===== src/design/mie_defs.vh =====
`ifndef MIE_DEFS_VH
`define MIE_DEFS_VH

// Register offsets
`define MIE_ADDR_LO        8'h40
`define MIE_ADDR_HI        8'h71
`define MIE_ADDR_RO_HI     8'h4a
`define MIE_ADDR_X_LSB     8'h42
`define MIE_ADDR_X_MSB     8'h43
`define MIE_ADDR_Y_LSB     8'h44
`define MIE_ADDR_Y_MSB     8'h45
`define MIE_ADDR_Z_LSB     8'h46
`define MIE_ADDR_Z_MSB     8'h47
`define MIE_ADDR_R_LSB     8'h48
`define MIE_ADDR_R_MSB     8'h49
`define MIE_ADDR_STATUS    8'h4a
`define MIE_ADDR_AXIS_EN   8'h4d
`define MIE_ADDR_PIN_CTL   8'h4e
`define MIE_ADDR_LOWER     8'h4f
`define MIE_ADDR_UPPER     8'h50

// Field positions
`define MIE_ST_OVERRUN     7
`define MIE_ST_SATURATE    6
`define MIE_EN_OVERRUN     7
`define MIE_EN_SATURATE    6
`define MIE_PC_READY_PIN   7
`define MIE_PC_IRQ_PIN     6
`define MIE_PC_READY_LVL   2
`define MIE_PC_HOLD        1
`define MIE_PC_IRQ_LVL     0
`define MIE_PC_WR_MASK     8'hc7

// Reset values
`define MIE_RST_AXIS_EN    8'h3f
`define MIE_RST_PIN_CTL    8'h07
`define MIE_RST_LOWER      8'h00
`define MIE_RST_UPPER      8'h00
`define MIE_RST_STATUS     8'h00

// Saturation codes
`define MIE_SAT_XY         13'h1000
`define MIE_SAT_Z          15'h4000

`endif


===== src/design/mie_data_store.v =====
`timescale 1ns/10ps
`include "mie_defs.vh"

module mie_data_store (
    input wire clk,               // System clock
    input wire rst_n,             // Synchronous reset
    input wire store,             // Commit a measurement set
    input wire [12:0] raw_x,      // Raw X result
    input wire [12:0] raw_y,      // Raw Y result
    input wire [14:0] raw_z,      // Raw Z result
    input wire [13:0] raw_r,      // Raw hall resistance
    input wire [2:0] ovf,         // Per-axis overflow, bit0 = X
    output wire [12:0] sat_x,     // Saturated X, combinational
    output wire [12:0] sat_y,     // Saturated Y, combinational
    output wire [14:0] sat_z,     // Saturated Z, combinational
    output reg [12:0] axis_x_value, // Stored X
    output reg [12:0] axis_y_value, // Stored Y
    output reg [14:0] axis_z_value, // Stored Z
    output reg [13:0] hall_resistance_value // Stored hall value
);

assign sat_x = ovf[0] ? `MIE_SAT_XY : raw_x;
assign sat_y = ovf[1] ? `MIE_SAT_XY : raw_y;
assign sat_z = ovf[2] ? `MIE_SAT_Z : raw_z;

// All four values land together so a reader never sees a mixed set
always @(posedge clk)
begin
    if (!rst_n)
    begin
        axis_x_value <= 13'h0000;
        axis_y_value <= 13'h0000;
        axis_z_value <= 15'h0000;
        hall_resistance_value <= 14'h0000;
    end
    else if (store)
    begin
        axis_x_value <= sat_x;
        axis_y_value <= sat_y;
        axis_z_value <= sat_z;
        hall_resistance_value <= raw_r;
    end
end

endmodule


===== src/design/mie_pin_drive.v =====
`timescale 1ns/10ps

module mie_pin_drive (
    input wire clk,               // System clock
    input wire rst_n,             // Synchronous reset
    input wire enable,            // Pin driven push-pull when high
    input wire active_high,       // 1 = active high, 0 = active low
    input wire event_on,          // Interrupt condition present
    output reg pin_o,             // Pin output level
    output reg pin_oe             // Pin output enable
);

always @(posedge clk)
begin
    if (!rst_n)
    begin
        pin_o <= 1'b0;
        pin_oe <= 1'b0;
    end
    else
    begin
        pin_oe <= enable;
        pin_o <= enable & (event_on ~^ active_high);
    end
end

endmodule


===== src/design/mie_top.v =====
`timescale 1ns/10ps
`include "mie_defs.vh"

// Function
// - Hold mode covers threshold and overflow only
// - Data ready clears after data readout ends
// - Non-latched flags follow each new measurement
// - Latched flags clear on status register read
// - Bit1 selects latched, resets to latched
// - Bit0 and bit2 select pin polarities
// - Pins push-pull when enabled, else floating
// - Data ready after full four-value set stored
// - Data ready non-latched, pin enable bit7
// - Per-axis low flag when below low level
// - X/Y saturation code gives no low flag
// - Pin shows enabled axes below low level
// - Axis threshold enables are active low
// - Per-axis high flag when above high level
// - High pin: OR of enabled axes above 16x
// - Overflowed axis saturates to most negative
// - Shared saturation flag at status bit6
// - Saturation reaches pin only if enabled
// - 8-bit registers 0x40..0x71, reserved ignored
// - Registers up to status are read-only
// - Data output may float on reserved reads
// - Status updates with the data store
// - Threshold pin needs pin enable bit6
// - Axis enables sit in bits five to zero

module mie_top (
    input wire clk,               // 100 MHz system clock
    input wire rst_n,             // Synchronous reset, active low
    input wire meas_done,         // One-cycle pulse, measurement complete
    input wire [12:0] meas_x,     // Raw X result, signed
    input wire [12:0] meas_y,     // Raw Y result, signed
    input wire [14:0] meas_z,     // Raw Z result, signed
    input wire [13:0] meas_hall_resistance_value, // Raw hall resistance
    input wire [2:0] meas_ovf,    // Per-axis overflow, bit0 = X
    input wire [7:0] reg_addr,    // Register address
    input wire reg_wr,            // Write strobe, one cycle
    input wire [7:0] reg_wdata,   // Write data
    input wire reg_rd,            // Read strobe, one cycle
    input wire read_end,          // Pulse, host read sequence finished
    output reg [7:0] reg_rdata,   // Read data, one cycle after reg_rd
    output reg reg_rdata_drive,   // High when read data is driven
    output wire int_pin_o,        // Threshold interrupt pin level
    output wire int_pin_oe,       // Threshold interrupt pin enable
    output wire data_ready_pin_o, // Data-ready pin level
    output wire data_ready_pin_oe // Data-ready pin enable
);

// ********************************************************
// Declarations
// ********************************************************
reg [7:0] irq_status_flags;
reg [7:0] irq_axis_enable;
reg [7:0] irq_pin_control;
reg [7:0] lower_limit_level;
reg [7:0] upper_limit_level;
reg data_ready;
reg data_read_seen;
reg [7:0] next_rdata;
reg next_drive;
reg [6:0] next_flags;

wire [12:0] sat_x;
wire [12:0] sat_y;
wire [14:0] sat_z;
wire [12:0] axis_x_value;
wire [12:0] axis_y_value;
wire [14:0] axis_z_value;
wire [13:0] hall_resistance_value;
wire [47:0] axis_vals;
wire [15:0] lower_x16;
wire [15:0] upper_x16;
wire [2:0] below_hit;
wire [2:0] above_hit;
wire [2:0] below_axis_enable_n;
wire [2:0] above_axis_enable_n;
wire [6:0] new_flags;
wire hold_mode;
wire status_read;
wire data_reg_read;
wire wr_ok;
wire irq_event;
wire overflow_any;

// ********************************************************
// Data registers
// ********************************************************
mie_data_store u_store (
    .clk(clk),
    .rst_n(rst_n),
    .store(meas_done),
    .raw_x(meas_x),
    .raw_y(meas_y),
    .raw_z(meas_z),
    .raw_r(meas_hall_resistance_value),
    .ovf(meas_ovf),
    .sat_x(sat_x),
    .sat_y(sat_y),
    .sat_z(sat_z),
    .axis_x_value(axis_x_value),
    .axis_y_value(axis_y_value),
    .axis_z_value(axis_z_value),
    .hall_resistance_value(hall_resistance_value)
);

// ********************************************************
// Threshold comparison
// ********************************************************
// Compare against the incoming set so flags and data commit together
assign axis_vals = {sat_z[14], sat_z,
                    {3{sat_y[12]}}, sat_y,
                    {3{sat_x[12]}}, sat_x};

// Levels are signed, one step is 16 raw counts
assign lower_x16 = {{4{lower_limit_level[7]}}, lower_limit_level,
                    4'h0};
assign upper_x16 = {{4{upper_limit_level[7]}}, upper_limit_level,
                    4'h0};

assign below_axis_enable_n = irq_axis_enable[2:0];
assign above_axis_enable_n = irq_axis_enable[5:3];

genvar i;
generate
    for (i = 0; i < 3; i = i + 1)
    begin : g_axis
        wire signed [15:0] v;
        wire sat_code;
        assign v = axis_vals[16*i+15:16*i];
        // Only X and Y carry the overflow code into the low test
        if (i < 2)
        begin : g_xy
            assign sat_code = meas_ovf[i];
        end
        else
        begin : g_z
            assign sat_code = 1'b0;
        end
        assign below_hit[i] = (v < $signed(lower_x16)) & ~sat_code;
        assign above_hit[i] = v > $signed(upper_x16);
    end
endgenerate

// Saturation is flagged whatever the enables say; the saturation
// enable only decides whether it reaches the pin
assign overflow_any = |meas_ovf;
assign new_flags = {overflow_any,
                    above_hit & ~above_axis_enable_n,
                    below_hit & ~below_axis_enable_n};

// ********************************************************
// Register access decode
// ********************************************************
assign hold_mode = irq_pin_control[`MIE_PC_HOLD];
assign status_read = reg_rd && (reg_addr == `MIE_ADDR_STATUS);
assign data_reg_read = reg_rd && (reg_addr >= `MIE_ADDR_X_LSB) &&
                       (reg_addr <= `MIE_ADDR_R_MSB);
// Nothing at or below the status register accepts a write
assign wr_ok = reg_wr && (reg_addr > `MIE_ADDR_RO_HI) &&
               (reg_addr <= `MIE_ADDR_HI);

// ********************************************************
// Writable control registers
// ********************************************************
always @(posedge clk)
begin
    if (!rst_n)
    begin
        irq_axis_enable <= `MIE_RST_AXIS_EN;
        irq_pin_control <= `MIE_RST_PIN_CTL;
        lower_limit_level <= `MIE_RST_LOWER;
        upper_limit_level <= `MIE_RST_UPPER;
    end
    else if (wr_ok)
    begin
        case (reg_addr)
            `MIE_ADDR_AXIS_EN:
                irq_axis_enable <= reg_wdata;
            // Bits 5..3 of pin control are reserved and stay zero
            `MIE_ADDR_PIN_CTL:
                irq_pin_control <= reg_wdata & `MIE_PC_WR_MASK;
            `MIE_ADDR_LOWER:
                lower_limit_level <= reg_wdata;
            `MIE_ADDR_UPPER:
                upper_limit_level <= reg_wdata;
            default:
                irq_pin_control <= irq_pin_control;
        endcase
    end
end

// ********************************************************
// Interrupt status flags
// ********************************************************
// A status read and a new set in one cycle keep the new flags, so
// no event is lost to the clear in latched mode
always @*
begin
    next_flags = irq_status_flags[6:0];
    if (hold_mode && status_read)
        next_flags = 7'h00;
    if (meas_done)
    begin
        if (hold_mode)
            next_flags = next_flags | new_flags;
        else
            next_flags = new_flags;
    end
end

// A measurement in the clearing cycle still sets its flags
always @(posedge clk)
begin
    if (!rst_n)
        irq_status_flags <= `MIE_RST_STATUS;
    else
    begin
        irq_status_flags[6:0] <= next_flags;
        if (meas_done && data_ready &&
            irq_axis_enable[`MIE_EN_OVERRUN])
            irq_status_flags[`MIE_ST_OVERRUN] <= 1'b1;
        else if (status_read)
            irq_status_flags[`MIE_ST_OVERRUN] <= 1'b0;
    end
end

// ********************************************************
// Data ready
// ********************************************************
// Never held by the latch mode: only a finished readout clears it
// A data read is remembered so a later end of burst still clears it
always @(posedge clk)
begin
    if (!rst_n)
    begin
        data_ready <= 1'b0;
        data_read_seen <= 1'b0;
    end
    else
    begin
        if (meas_done)
            data_ready <= 1'b1;
        else if (read_end && (data_read_seen || data_reg_read))
            data_ready <= 1'b0;
        if (read_end)
            data_read_seen <= 1'b0;
        else if (data_reg_read)
            data_read_seen <= 1'b1;
    end
end

// ********************************************************
// Read path
// ********************************************************
always @*
begin
    next_drive = 1'b1;
    case (reg_addr)
        `MIE_ADDR_X_LSB:
            next_rdata = {axis_x_value[4:0], 3'h0};
        `MIE_ADDR_X_MSB:
            next_rdata = axis_x_value[12:5];
        `MIE_ADDR_Y_LSB:
            next_rdata = {axis_y_value[4:0], 3'h0};
        `MIE_ADDR_Y_MSB:
            next_rdata = axis_y_value[12:5];
        `MIE_ADDR_Z_LSB:
            next_rdata = {axis_z_value[6:0], 1'b0};
        `MIE_ADDR_Z_MSB:
            next_rdata = axis_z_value[14:7];
        `MIE_ADDR_R_LSB:
            next_rdata = {hall_resistance_value[5:0], 1'b0, data_ready};
        `MIE_ADDR_R_MSB:
            next_rdata = hall_resistance_value[13:6];
        `MIE_ADDR_STATUS:
            next_rdata = irq_status_flags;
        `MIE_ADDR_AXIS_EN:
            next_rdata = irq_axis_enable;
        `MIE_ADDR_PIN_CTL:
            next_rdata = irq_pin_control;
        `MIE_ADDR_LOWER:
            next_rdata = lower_limit_level;
        `MIE_ADDR_UPPER:
            next_rdata = upper_limit_level;
        default:
        begin
            // Reserved space floats the data line
            next_rdata = 8'h00;
            next_drive = 1'b0;
        end
    endcase
end

always @(posedge clk)
begin
    if (!rst_n)
    begin
        reg_rdata <= 8'h00;
        reg_rdata_drive <= 1'b0;
    end
    // Data stands from the cycle after the strobe until the next read;
    // the drive flag stands for that one cycle only
    else if (reg_rd)
    begin
        reg_rdata <= next_rdata;
        reg_rdata_drive <= next_drive;
    end
    else
        reg_rdata_drive <= 1'b0;
end

// ********************************************************
// Interrupt pins
// ********************************************************
// Saturation shares the pin with the thresholds; data ready does not
// Overrun is host bookkeeping only and stays off the pin
assign irq_event = (|irq_status_flags[5:0]) |
                   (irq_status_flags[`MIE_ST_SATURATE] &
                    irq_axis_enable[`MIE_EN_SATURATE]);

mie_pin_drive u_int_pin (
    .clk(clk),
    .rst_n(rst_n),
    .enable(irq_pin_control[`MIE_PC_IRQ_PIN]),
    .active_high(irq_pin_control[`MIE_PC_IRQ_LVL]),
    .event_on(irq_event),
    .pin_o(int_pin_o),
    .pin_oe(int_pin_oe)
);

mie_pin_drive u_ready_pin (
    .clk(clk),
    .rst_n(rst_n),
    .enable(irq_pin_control[`MIE_PC_READY_PIN]),
    .active_high(irq_pin_control[`MIE_PC_READY_LVL]),
    .event_on(data_ready),
    .pin_o(data_ready_pin_o),
    .pin_oe(data_ready_pin_oe)
);

endmodule


===== config.mk =====
export PLATFORM = sky130hd
export DESIGN_NAME = mie_top
export DESIGN_NICKNAME = d
export VERILOG_FILES = /design/src/design/mie_data_store.v /design/src/design/mie_pin_drive.v /design/src/design/mie_top.v
export VERILOG_INCLUDE_DIRS = /design/src /design/src/design
export SDC_FILE = /design/constraint.sdc
export NUM_CORES = 1
export LEC_CHECK = 0
export CORE_MARGIN = 1
export CORE_UTILIZATION = 58
export CTS_CLUSTER_DIAMETER = 200
export DETAILED_ROUTE_END_ITERATION = 6
export DONT_BUFFER_PORTS = 1
export GPL_ROUTABILITY_DRIVEN = 0
export PLACE_DENSITY = 0.84
export SYNTH_ARGS = -nofsm -noshare
export SYNTH_HDL_FRONTEND = slang
export SYNTH_SLANG_ARGS = --single-unit

===== constraint.sdc =====
create_clock -name clk -period 2.3 [get_ports clk]
set_input_delay 0.46 -clock clk [delete_from_list [all_inputs] [get_ports clk]]
set_output_delay 0.46 -clock clk [all_outputs]
set_load 0.01 [all_outputs]

==> out/summary.md, run 1 <==
* 5,467 — vias in the first global route
* 0.38 ns — clk_lat worst skew
* 1 — number of antenna violations at the first check in global routing
* sky130_fd_sc_hd__dfxtp_1 — Crit-path slowest cell
* 95 — maximum number of pins on one net before global-route repair
* 0.970 — fin crit share
* 0 ns — TNS Setup
* compound AO/OA/AOI/OAI gates — family of cells with the greatest summed delay on the critical path
* 0 — ANT cells
* lower_limit_level[7]$_SDFFE_PN0P_ — Critical R2R Launch
* 0.00641 sq mm — netlist area before placement
* 0 — number of hold-repair buffers added at the cts stage
* 841 — net total in the final layout
* 0.0115 sq mm — floorplan die area
* complete, no violations — outcome
* 0 — post-route DRC violation count
* 0.442 — max_slew headroom
* 0.00685 sq mm — final design area excluding fillers
* sky130_fd_sc_hd__clkbuf_8 — Clock Tree Root
* 0 — total of endpoints with negative setup slack in the final report
* irq_status_flags[2]$_SDFF_PN0_ — crit path capture
* sky130_fd_sc_hd__dfxtp_1 — flip-flop cell with the highest count after synthesis
* 0.0108 sq mm — standard cell core area
* lower_limit_level[7]$_SDFFE_PN0P_ — Worst setup startpoint
* 0.0789 — share of cells above drive strength 1
* flip-flop to flip-flop — critical setup path kind
* 0.11 ns — Clk pin slew, worst setup/hold paths
* 3 — CTS H-tree lvls
* 0.334 — sequential-to-total area share from yosys stat
* 0.426 — global-route track usage on met1
* 863 — Fillers
* clkinvlp_4 -> ha_1 -> nand4_1 -> a21oi_1 -> a311oi_2 -> o211ai_1 -> xnor2_2 -> o31ai_1 — CP Cell Sequence
* flip-flop — element type at the critical path start
* 19,200 um — routed wire length
* 0 — number of enable flip-flop cells after synthesis
* 1 — buffers and inverters on the worst path
* input port to flip-flop — kind of path behind the tightest hold check
* 0 — remaining global-route overflow
* 0 — IO Port Bufs
* 720 — synthesized netlist cell count
* 0.00405 sq mm — footprint of the multi-input gates
* 0.00214 sq mm — flip-flop and latch area
* 9 — number of CTS-inserted buffers
* 862 — final cell count without fillers
* 0.0138 ns — largest clock skew in the final design
* 0.448 GHz — Highest Clock Rate
* 93 — Boundary Pins
* 5,698 — routed via count
* 0.192 ns — worst hold margin
* 14,400 um — total half-perimeter wirelength after legalization and detailed placement
* 29,400 um — global-route wire length before repair
* 0.00353 W — power consumption
* 107 um — x dimension of the die
* 107 — Yosys reg bits
* yes — unrepaired setup endpoints after global routing
* 843 — total nets after synthesis
* 6.61 — vias per cell
* 0.07 ns — reg-to-reg slack, setup
* 107 um — Die Height
* 0.42 ns — Crit path largest cell delay
* 692 — first-iteration detailed-routing DRC count
* flip-flop — crit path capture type
* met2 — most used routing layer
* 0.00661 sq mm — cell area reported after detailed placement
* 0.816 ns — slew of the pin with the lowest slew margin
* 107 — # clock sinks
* 6.85% — synthesis-to-layout area growth
* 515 mW/mm^2 — Power Density
* 844 — number of placed instances, taps included
* 0 — remaining antenna violation count
* 38 — total number of placement rows
* irq_status_flags[2]$_SDFF_PN0_ — critical register-to-register path endpoint
* 8 — number of logic stages on the critical path including buffering
* 0 — Final Hold Vio Count
* 0.594 — Initial Util
* 0 — ys async rst share
* 0.000400 V — peak supply drop
* 69 — count of different cell masters after synthesis
* 5 — first-pass detailed-route iteration total
* 22.3 um — wire per inst
* 8.91 sq um — Post-Syn Area per Cell
* 8 — Worst R2R Path Depth
* 2.23 ns — minimum clock period after layout
* 0.520 — routing usage on met2
* 0 — warning count from the yosys run
* 0 — max-cap check violation count
* 6 — worst-path maximum fanout
* 2 — maximum number of buffers from clock root to sink
* 0 — total count of max-transition violations in the final report
* 0.339 — Tot GR Track Use
* done — clock tree from TritonCTS
* 2.63 nW — Leakage Power
* 2.60 ns — required time of the worst setup path
* 2.53 ns — data arrival time at the worst-slack endpoint
* 0.101 — GRT met3 Usage
through the flow:
| stage | util | worst slack (ns) |
|---|---|---|
| 5_1_grt | 0.635 | -0.0506 |
| 3_5_place_dp | 0.612 | -0.0188 |
| 6_report | 0.635 | 0.0688 |
| 3_3_place_gp | 0.612 | 0.0328 |
| 4_1_cts | 0.631 | 0.108 |
| 2_1_floorplan | - | 0.0155 |
worst min path at each step:
stage / slack, ns / cells after the start / endpoint / startpoint
detailed placement: 0.48 / 2 / irq_status_flags[6]$_SDFF_PN0_ / irq_status_flags[6]$_SDFF_PN0_
CTS: 0.14 / 1 / irq_axis_enable[1]$_SDFFE_PN1P_ / rst_n
floorplan: 0.43 / 2 / irq_status_flags[0]$_SDFF_PN0_ / irq_status_flags[0]$_SDFF_PN0_
global route: 0.14 / 1 / irq_axis_enable[4]$_SDFFE_PN1P_ / rst_n
finish: 0.19 / 1 / irq_axis_enable[1]$_SDFFE_PN1P_ / rst_n
global placement: 0.47 / 1 / data_read_seen$_SDFFE_PP0P_ / data_read_seen$_SDFFE_PP0P_
registers in the layout, indices dropped and copies added, names as in the netlist, 5 cells and up:
register and count:
upper_limit_level 8, u_store.hall_resistance_value 14, irq_axis_enable 8, irq_status_flags 8, u_store.axis_z_value 15, u_store.axis_y_value 13, lower_limit_level 8, reg_rdata 8
u_store.axis_x_value 13, irq_pin_control 5
power breakdown:
group          switching, W  leakage (nW)  internal, W  total [W]
sequential        0.0000346         0.871      0.00190    0.00193
combinational      0.000196          1.67     0.000199   0.000396
clock              0.000669        0.0910     0.000532    0.00120
cell type report:
cell class,count,area share
multi-input cells,550,0.590
flip-flops and latches,107,0.313
repair buffers,23,0.0270
well taps,140,0.0256
clock buffers,10,0.0201
inverters,27,0.0153
clock inverters,5,0.00895
repair_timing:
item                                    in CTS  in global routing
buffers inserted                             0                  3
endpoints found under the setup margin       0                  1
gates resized for setup                      0                  5
layer usage:
metal,wire length (um),part of all wire
met3,2230,0.12
met2,8470,0.44
met1,7440,0.39
met4,1060,0.055
met5,0,0
cells in the mapped netlist, types with 3 or more instances:
cell type / n / area, sq um
sky130_fd_sc_hd__a31oi_1: 5 / 31.3
sky130_fd_sc_hd__nand2b_1: 13 / 81.3
sky130_fd_sc_hd__nor2b_1: 120 / 751
sky130_fd_sc_hd__a221o_1: 6 / 60.1
sky130_fd_sc_hd__nand4_1: 5 / 31.3
sky130_fd_sc_hd__inv_1: 27 / 101
sky130_fd_sc_hd__a21oi_1: 29 / 145
sky130_fd_sc_hd__a32oi_1: 4 / 35.0
sky130_fd_sc_hd__clkbuf_1: 24 / 90.1
sky130_fd_sc_hd__xnor2_1: 7 / 61.3
sky130_fd_sc_hd__ha_1: 43 / 538
sky130_fd_sc_hd__buf_2: 4 / 20.0
sky130_fd_sc_hd__mux2i_1: 86 / 861
sky130_fd_sc_hd__a21o_1: 4 / 30.0
sky130_fd_sc_hd__o21ai_0: 31 / 155
sky130_fd_sc_hd__o211ai_1: 3 / 22.5
sky130_fd_sc_hd__a22oi_1: 17 / 128
sky130_fd_sc_hd__nand2_1: 46 / 173
sky130_fd_sc_hd__a22o_1: 6 / 52.6
sky130_fd_sc_hd__and2_1: 10 / 62.6
sky130_fd_sc_hd__nand3_1: 12 / 60.1
sky130_fd_sc_hd__nor2_1: 21 / 78.8
sky130_fd_sc_hd__a32o_1: 3 / 30.0
sky130_fd_sc_hd__a211oi_1: 4 / 30.0
sky130_fd_sc_hd__or2_2: 5 / 31.3
sky130_fd_sc_hd__buf_1: 7 / 26.3
sky130_fd_sc_hd__nor3_1: 12 / 60.1
sky130_fd_sc_hd__nor4_1: 3 / 18.8
sky130_fd_sc_hd__and3_1: 3 / 18.8
sky130_fd_sc_hd__dfxtp_1: 107 / 2140
sky130_fd_sc_hd__o31ai_1: 3 / 22.5
cells in the final DEF (no fill, tap or decap), types with 6 or more instances in the layout:
| cell type | n |
|---|---|
| sky130_fd_sc_hd__and2_1 | 10 |
| sky130_fd_sc_hd__dfxtp_1 | 107 |
| sky130_fd_sc_hd__o21ai_0 | 31 |
| sky130_fd_sc_hd__inv_1 | 26 |
| sky130_fd_sc_hd__a221o_1 | 6 |
| sky130_fd_sc_hd__ha_1 | 43 |
| sky130_fd_sc_hd__a22o_1 | 6 |
| sky130_fd_sc_hd__mux2i_1 | 85 |
| sky130_fd_sc_hd__nor3_1 | 12 |
| sky130_fd_sc_hd__a21oi_1 | 29 |
| sky130_fd_sc_hd__clkbuf_8 | 10 |
| sky130_fd_sc_hd__nor2b_1 | 120 |
| sky130_fd_sc_hd__nand3_1 | 12 |
| sky130_fd_sc_hd__nor2_1 | 20 |
| sky130_fd_sc_hd__xnor2_1 | 6 |
| sky130_fd_sc_hd__buf_4 | 22 |
| sky130_fd_sc_hd__a22oi_1 | 17 |
| sky130_fd_sc_hd__nand2b_1 | 13 |
| sky130_fd_sc_hd__nand2_1 | 46 |
kinds of logic (layout without fill, tap and decap cells):
family          Yosys count  count (layout)  synth area share
compound gates          141             141             0.152
xor+xnor                  8               8            0.0109
fa+ha+maj                44              44            0.0855
buf+inv                  63              65            0.0382
flops                   107             107             0.334
mux                      88              88             0.138
simple gates            269             269             0.242
(Power assumes the default switching activity.)
==> run 2, diff against run 1 <==
--- a/config.mk
+++ b/config.mk
@@ -6,8 +6,10 @@
 export SDC_FILE = /design/constraint.sdc
 export NUM_CORES = 1
 export LEC_CHECK = 0
+export CELL_PAD_IN_SITES_DETAIL_PLACEMENT = 1
+export CELL_PAD_IN_SITES_GLOBAL_PLACEMENT = 1
 export CORE_MARGIN = 1
-export CORE_UTILIZATION = 58
+export CORE_UTILIZATION = 44
 export CTS_CLUSTER_DIAMETER = 200
 export DETAILED_ROUTE_END_ITERATION = 6
 export DONT_BUFFER_PORTS = 1
==> out/summary.md, run 2 (same netlist as run 1, synthesis figures left out) <==
* 1,624 — Fillers, +88%
* 5,882 — vias in the first global route, +7.6%
* 905 — final cell count without fillers, +5.0%
* 0 — number of gates resized after CTS, unchanged
* 0.37 ns — clk_lat worst skew, about the same
* 0 — IO Port Bufs, unchanged
* 0.0121 ns — largest clock skew in the final design, -0.00166 ns
* 0 — number of buffers inserted by post-CTS setup repair, unchanged
* 8 — worst-path maximum fanout, +2
* 0.938 — fin crit share, -0.0324
* flip-flop — element type at the critical path start
* 10.0% — synthesis-to-layout area growth
* 0.00403 sq mm — footprint of the multi-input gates, -0.49%
* 9 — number of CTS-inserted buffers, unchanged
* inv_1 -> ha_1 -> a311oi_1 -> and3_1 -> a211o_1 -> mux2i_1 -> a22o_1 — CP Cell Sequence
* 5,696 — routed via count, -0.035%
* 0 — number of hold-repair buffers added at the cts stage, unchanged
* 0 — post-route DRC violation count, unchanged
* sky130_fd_sc_hd__dfxtp_1 — Crit-path slowest cell
* 0 — remaining antenna violation count, unchanged
* flip-flop — crit path capture type
* 33,700 um — global-route wire length before repair, +15%
* 0 — ANT cells, unchanged
* 123 um — Die Height, +15%
* 0.07 ns — Clk pin slew, worst setup/hold paths, -0.04 ns
* 0 — total count of max-transition violations in the final report, unchanged
* 0.182 ns — worst hold margin, -0.00973 ns
* 0 — max-cap check violation count, unchanged
* 3 — CTS H-tree lvls, unchanged
* 0 — total of endpoints with negative setup slack in the final report, unchanged
* u_store.axis_z_value — register containing the most flip-flops in the final layout
* 889 — number of placed instances, taps included, +5.3%
* sky130_fd_sc_hd__clkbuf_16 — Clock Tree Root
* 5 — first-pass detailed-route iteration total, unchanged
* u_store.axis_z_value: 15 flops, u_store.hall_resistance_value: 14 flops — registers with the most flip-flops
* no — unrepaired setup endpoints after global routing
* 120 x sky130_fd_sc_hd__nor2b_1, 107 x sky130_fd_sc_hd__dfxtp_1, 86 x sky130_fd_sc_hd__mux2i_1, 46 x sky130_fd_sc_hd__nand2_1, 43 x sky130_fd_sc_hd__ha_1 — commonest non-fill, non-tap cells in the layout
* 15 — number of flip-flops under the largest register name, unchanged
* 0.502 — Final Core Density, -0.132
* 0 ns — TNS Setup, unchanged
* 0.00120 ns — dpl ws, +0.0200 ns
* 0 — Final Hold Vio Count, unchanged
* 0.000361 V — peak supply drop, -9.7%
* 2 — maximum number of buffers from clock root to sink, unchanged
* 0.0759 — share of cells above drive strength 1, -0.00309
* 1.20 ns — slew of the pin with the lowest slew margin, +0.379 ns
* 0.143 ns — crit path setup slack, layout, +0.0746 ns
* 0.00214 sq mm — flip-flop and latch area, unchanged
* 843 — net total in the final layout, +0.24%
* 592 mW/mm^2 — Power Density, +15%
* 123 um — x dimension of the die, +15%
* 0.202 — max_slew headroom, -0.240
* 494 — first-iteration detailed-routing DRC count, -29%
* 95 — maximum number of pins on one net before global-route repair, unchanged
* 0.39 ns — Crit path largest cell delay, -0.03 ns
* complete, no violations — outcome
* 22,300 um — routed wire length, +16%
* 24.7 um — wire per inst, +11%
* 2.16 ns — minimum clock period after layout, -0.0746 ns
* input port to flip-flop — kind of path behind the tightest hold check
* 0 — remaining global-route overflow, unchanged
* 0.0140 sq mm — standard cell core area, +30%
* 0.0151 sq mm — floorplan die area, +31%
* 2.60 ns — required time of the worst setup path, about the same
* 2.46 ns — data arrival time at the worst-slack endpoint, -0.07 ns
* 6.29 — vias per cell, -4.8%
* 0 — number of antenna violations at the first check in global routing, -1
* 0.464 GHz — Highest Clock Rate, +3.5%
* done — clock tree from TritonCTS
* sky130_fd_sc_hd__nor2b_1 — most common cell after layout, fill and taps aside
* 107 — # clock sinks, unchanged
* 0.305 — Tot GR Track Use, -0.0334
* 43 — total number of placement rows, +13%
* 93 — Boundary Pins, unchanged
* flip-flop to flip-flop — critical setup path kind
* 2.71 nW — Leakage Power, +3.0%
* 16,700 um — total half-perimeter wirelength after legalization and detailed placement, +16%
* 0.457 — Initial Util, -0.137
run 2: cell count changes in the layout (fill, tap and decap cells not counted), sizes merged:
cell | before | now
clkbuf | 10 | 9
buf | 23 | 25
inv | 27 | 29
clkinvlp | 4 | 2
bufinv | 1 | 3
run 2: routing by layer:
layer / track usage / routed length [um]
met1: 0.374 / 9140
met2: 0.500 / 10300
met3: 0.0771 / 1860
met4: 0.142 / 992
met5: 0 / 0
run 2: through the flow:
stage          power [W]  instance area, sq um
3_5_place_dp     0.00237                  6710
5_1_grt          0.00429                  7050
2_1_floorplan    0.00231                  6410
6_report         0.00418                  7050
4_1_cts          0.00418                  7050
3_3_place_gp     0.00235                  6710
run 2: worst paths after layout:
check                           depth (start not counted)                         endpoint                               from  slack (ns)
worst max-delay path                                    7   irq_status_flags[1]$_SDFF_PN0_  lower_limit_level[7]$_SDFFE_PN0P_        0.14
worst min-delay path                                    1  irq_pin_control[1]$_SDFFE_PN1P_                              rst_n        0.18
worst max register to register                          7   irq_status_flags[1]$_SDFF_PN0_  lower_limit_level[7]$_SDFFE_PN0P_        0.14
worst min register to register                          2        reg_rdata[1]$_SDFFE_PN0P_          reg_rdata[1]$_SDFFE_PN0P_        0.51
run 2: worst max-delay path, delay by kind of cell, from the launching register on:
kind | cells | cell delay [ns]
muxes | 1 | 0.32
DFF | 1 | 0.39
and+or+nand+nor | 1 | 0.22
adders and majority gates | 1 | 0.30
AOI/OAI and AO/OA | 3 | 0.62
buffers and inverters | 1 | 0.24
run 2: layout make-up:
type,count,share of cell area
Multi-Input combinational cell,550,0.571
Timing Repair Buffer,25,0.0302
Clock inverter,7,0.0174
Clock buffer,9,0.0319
Sequential cell,107,0.304
Tap cell,180,0.0319
Inverter,27,0.0144
run 2: report_power, final:
part           switching [W]  internal [W]
combinational       0.000205      0.000199
clock               0.000761       0.00107
sequential         0.0000402       0.00190
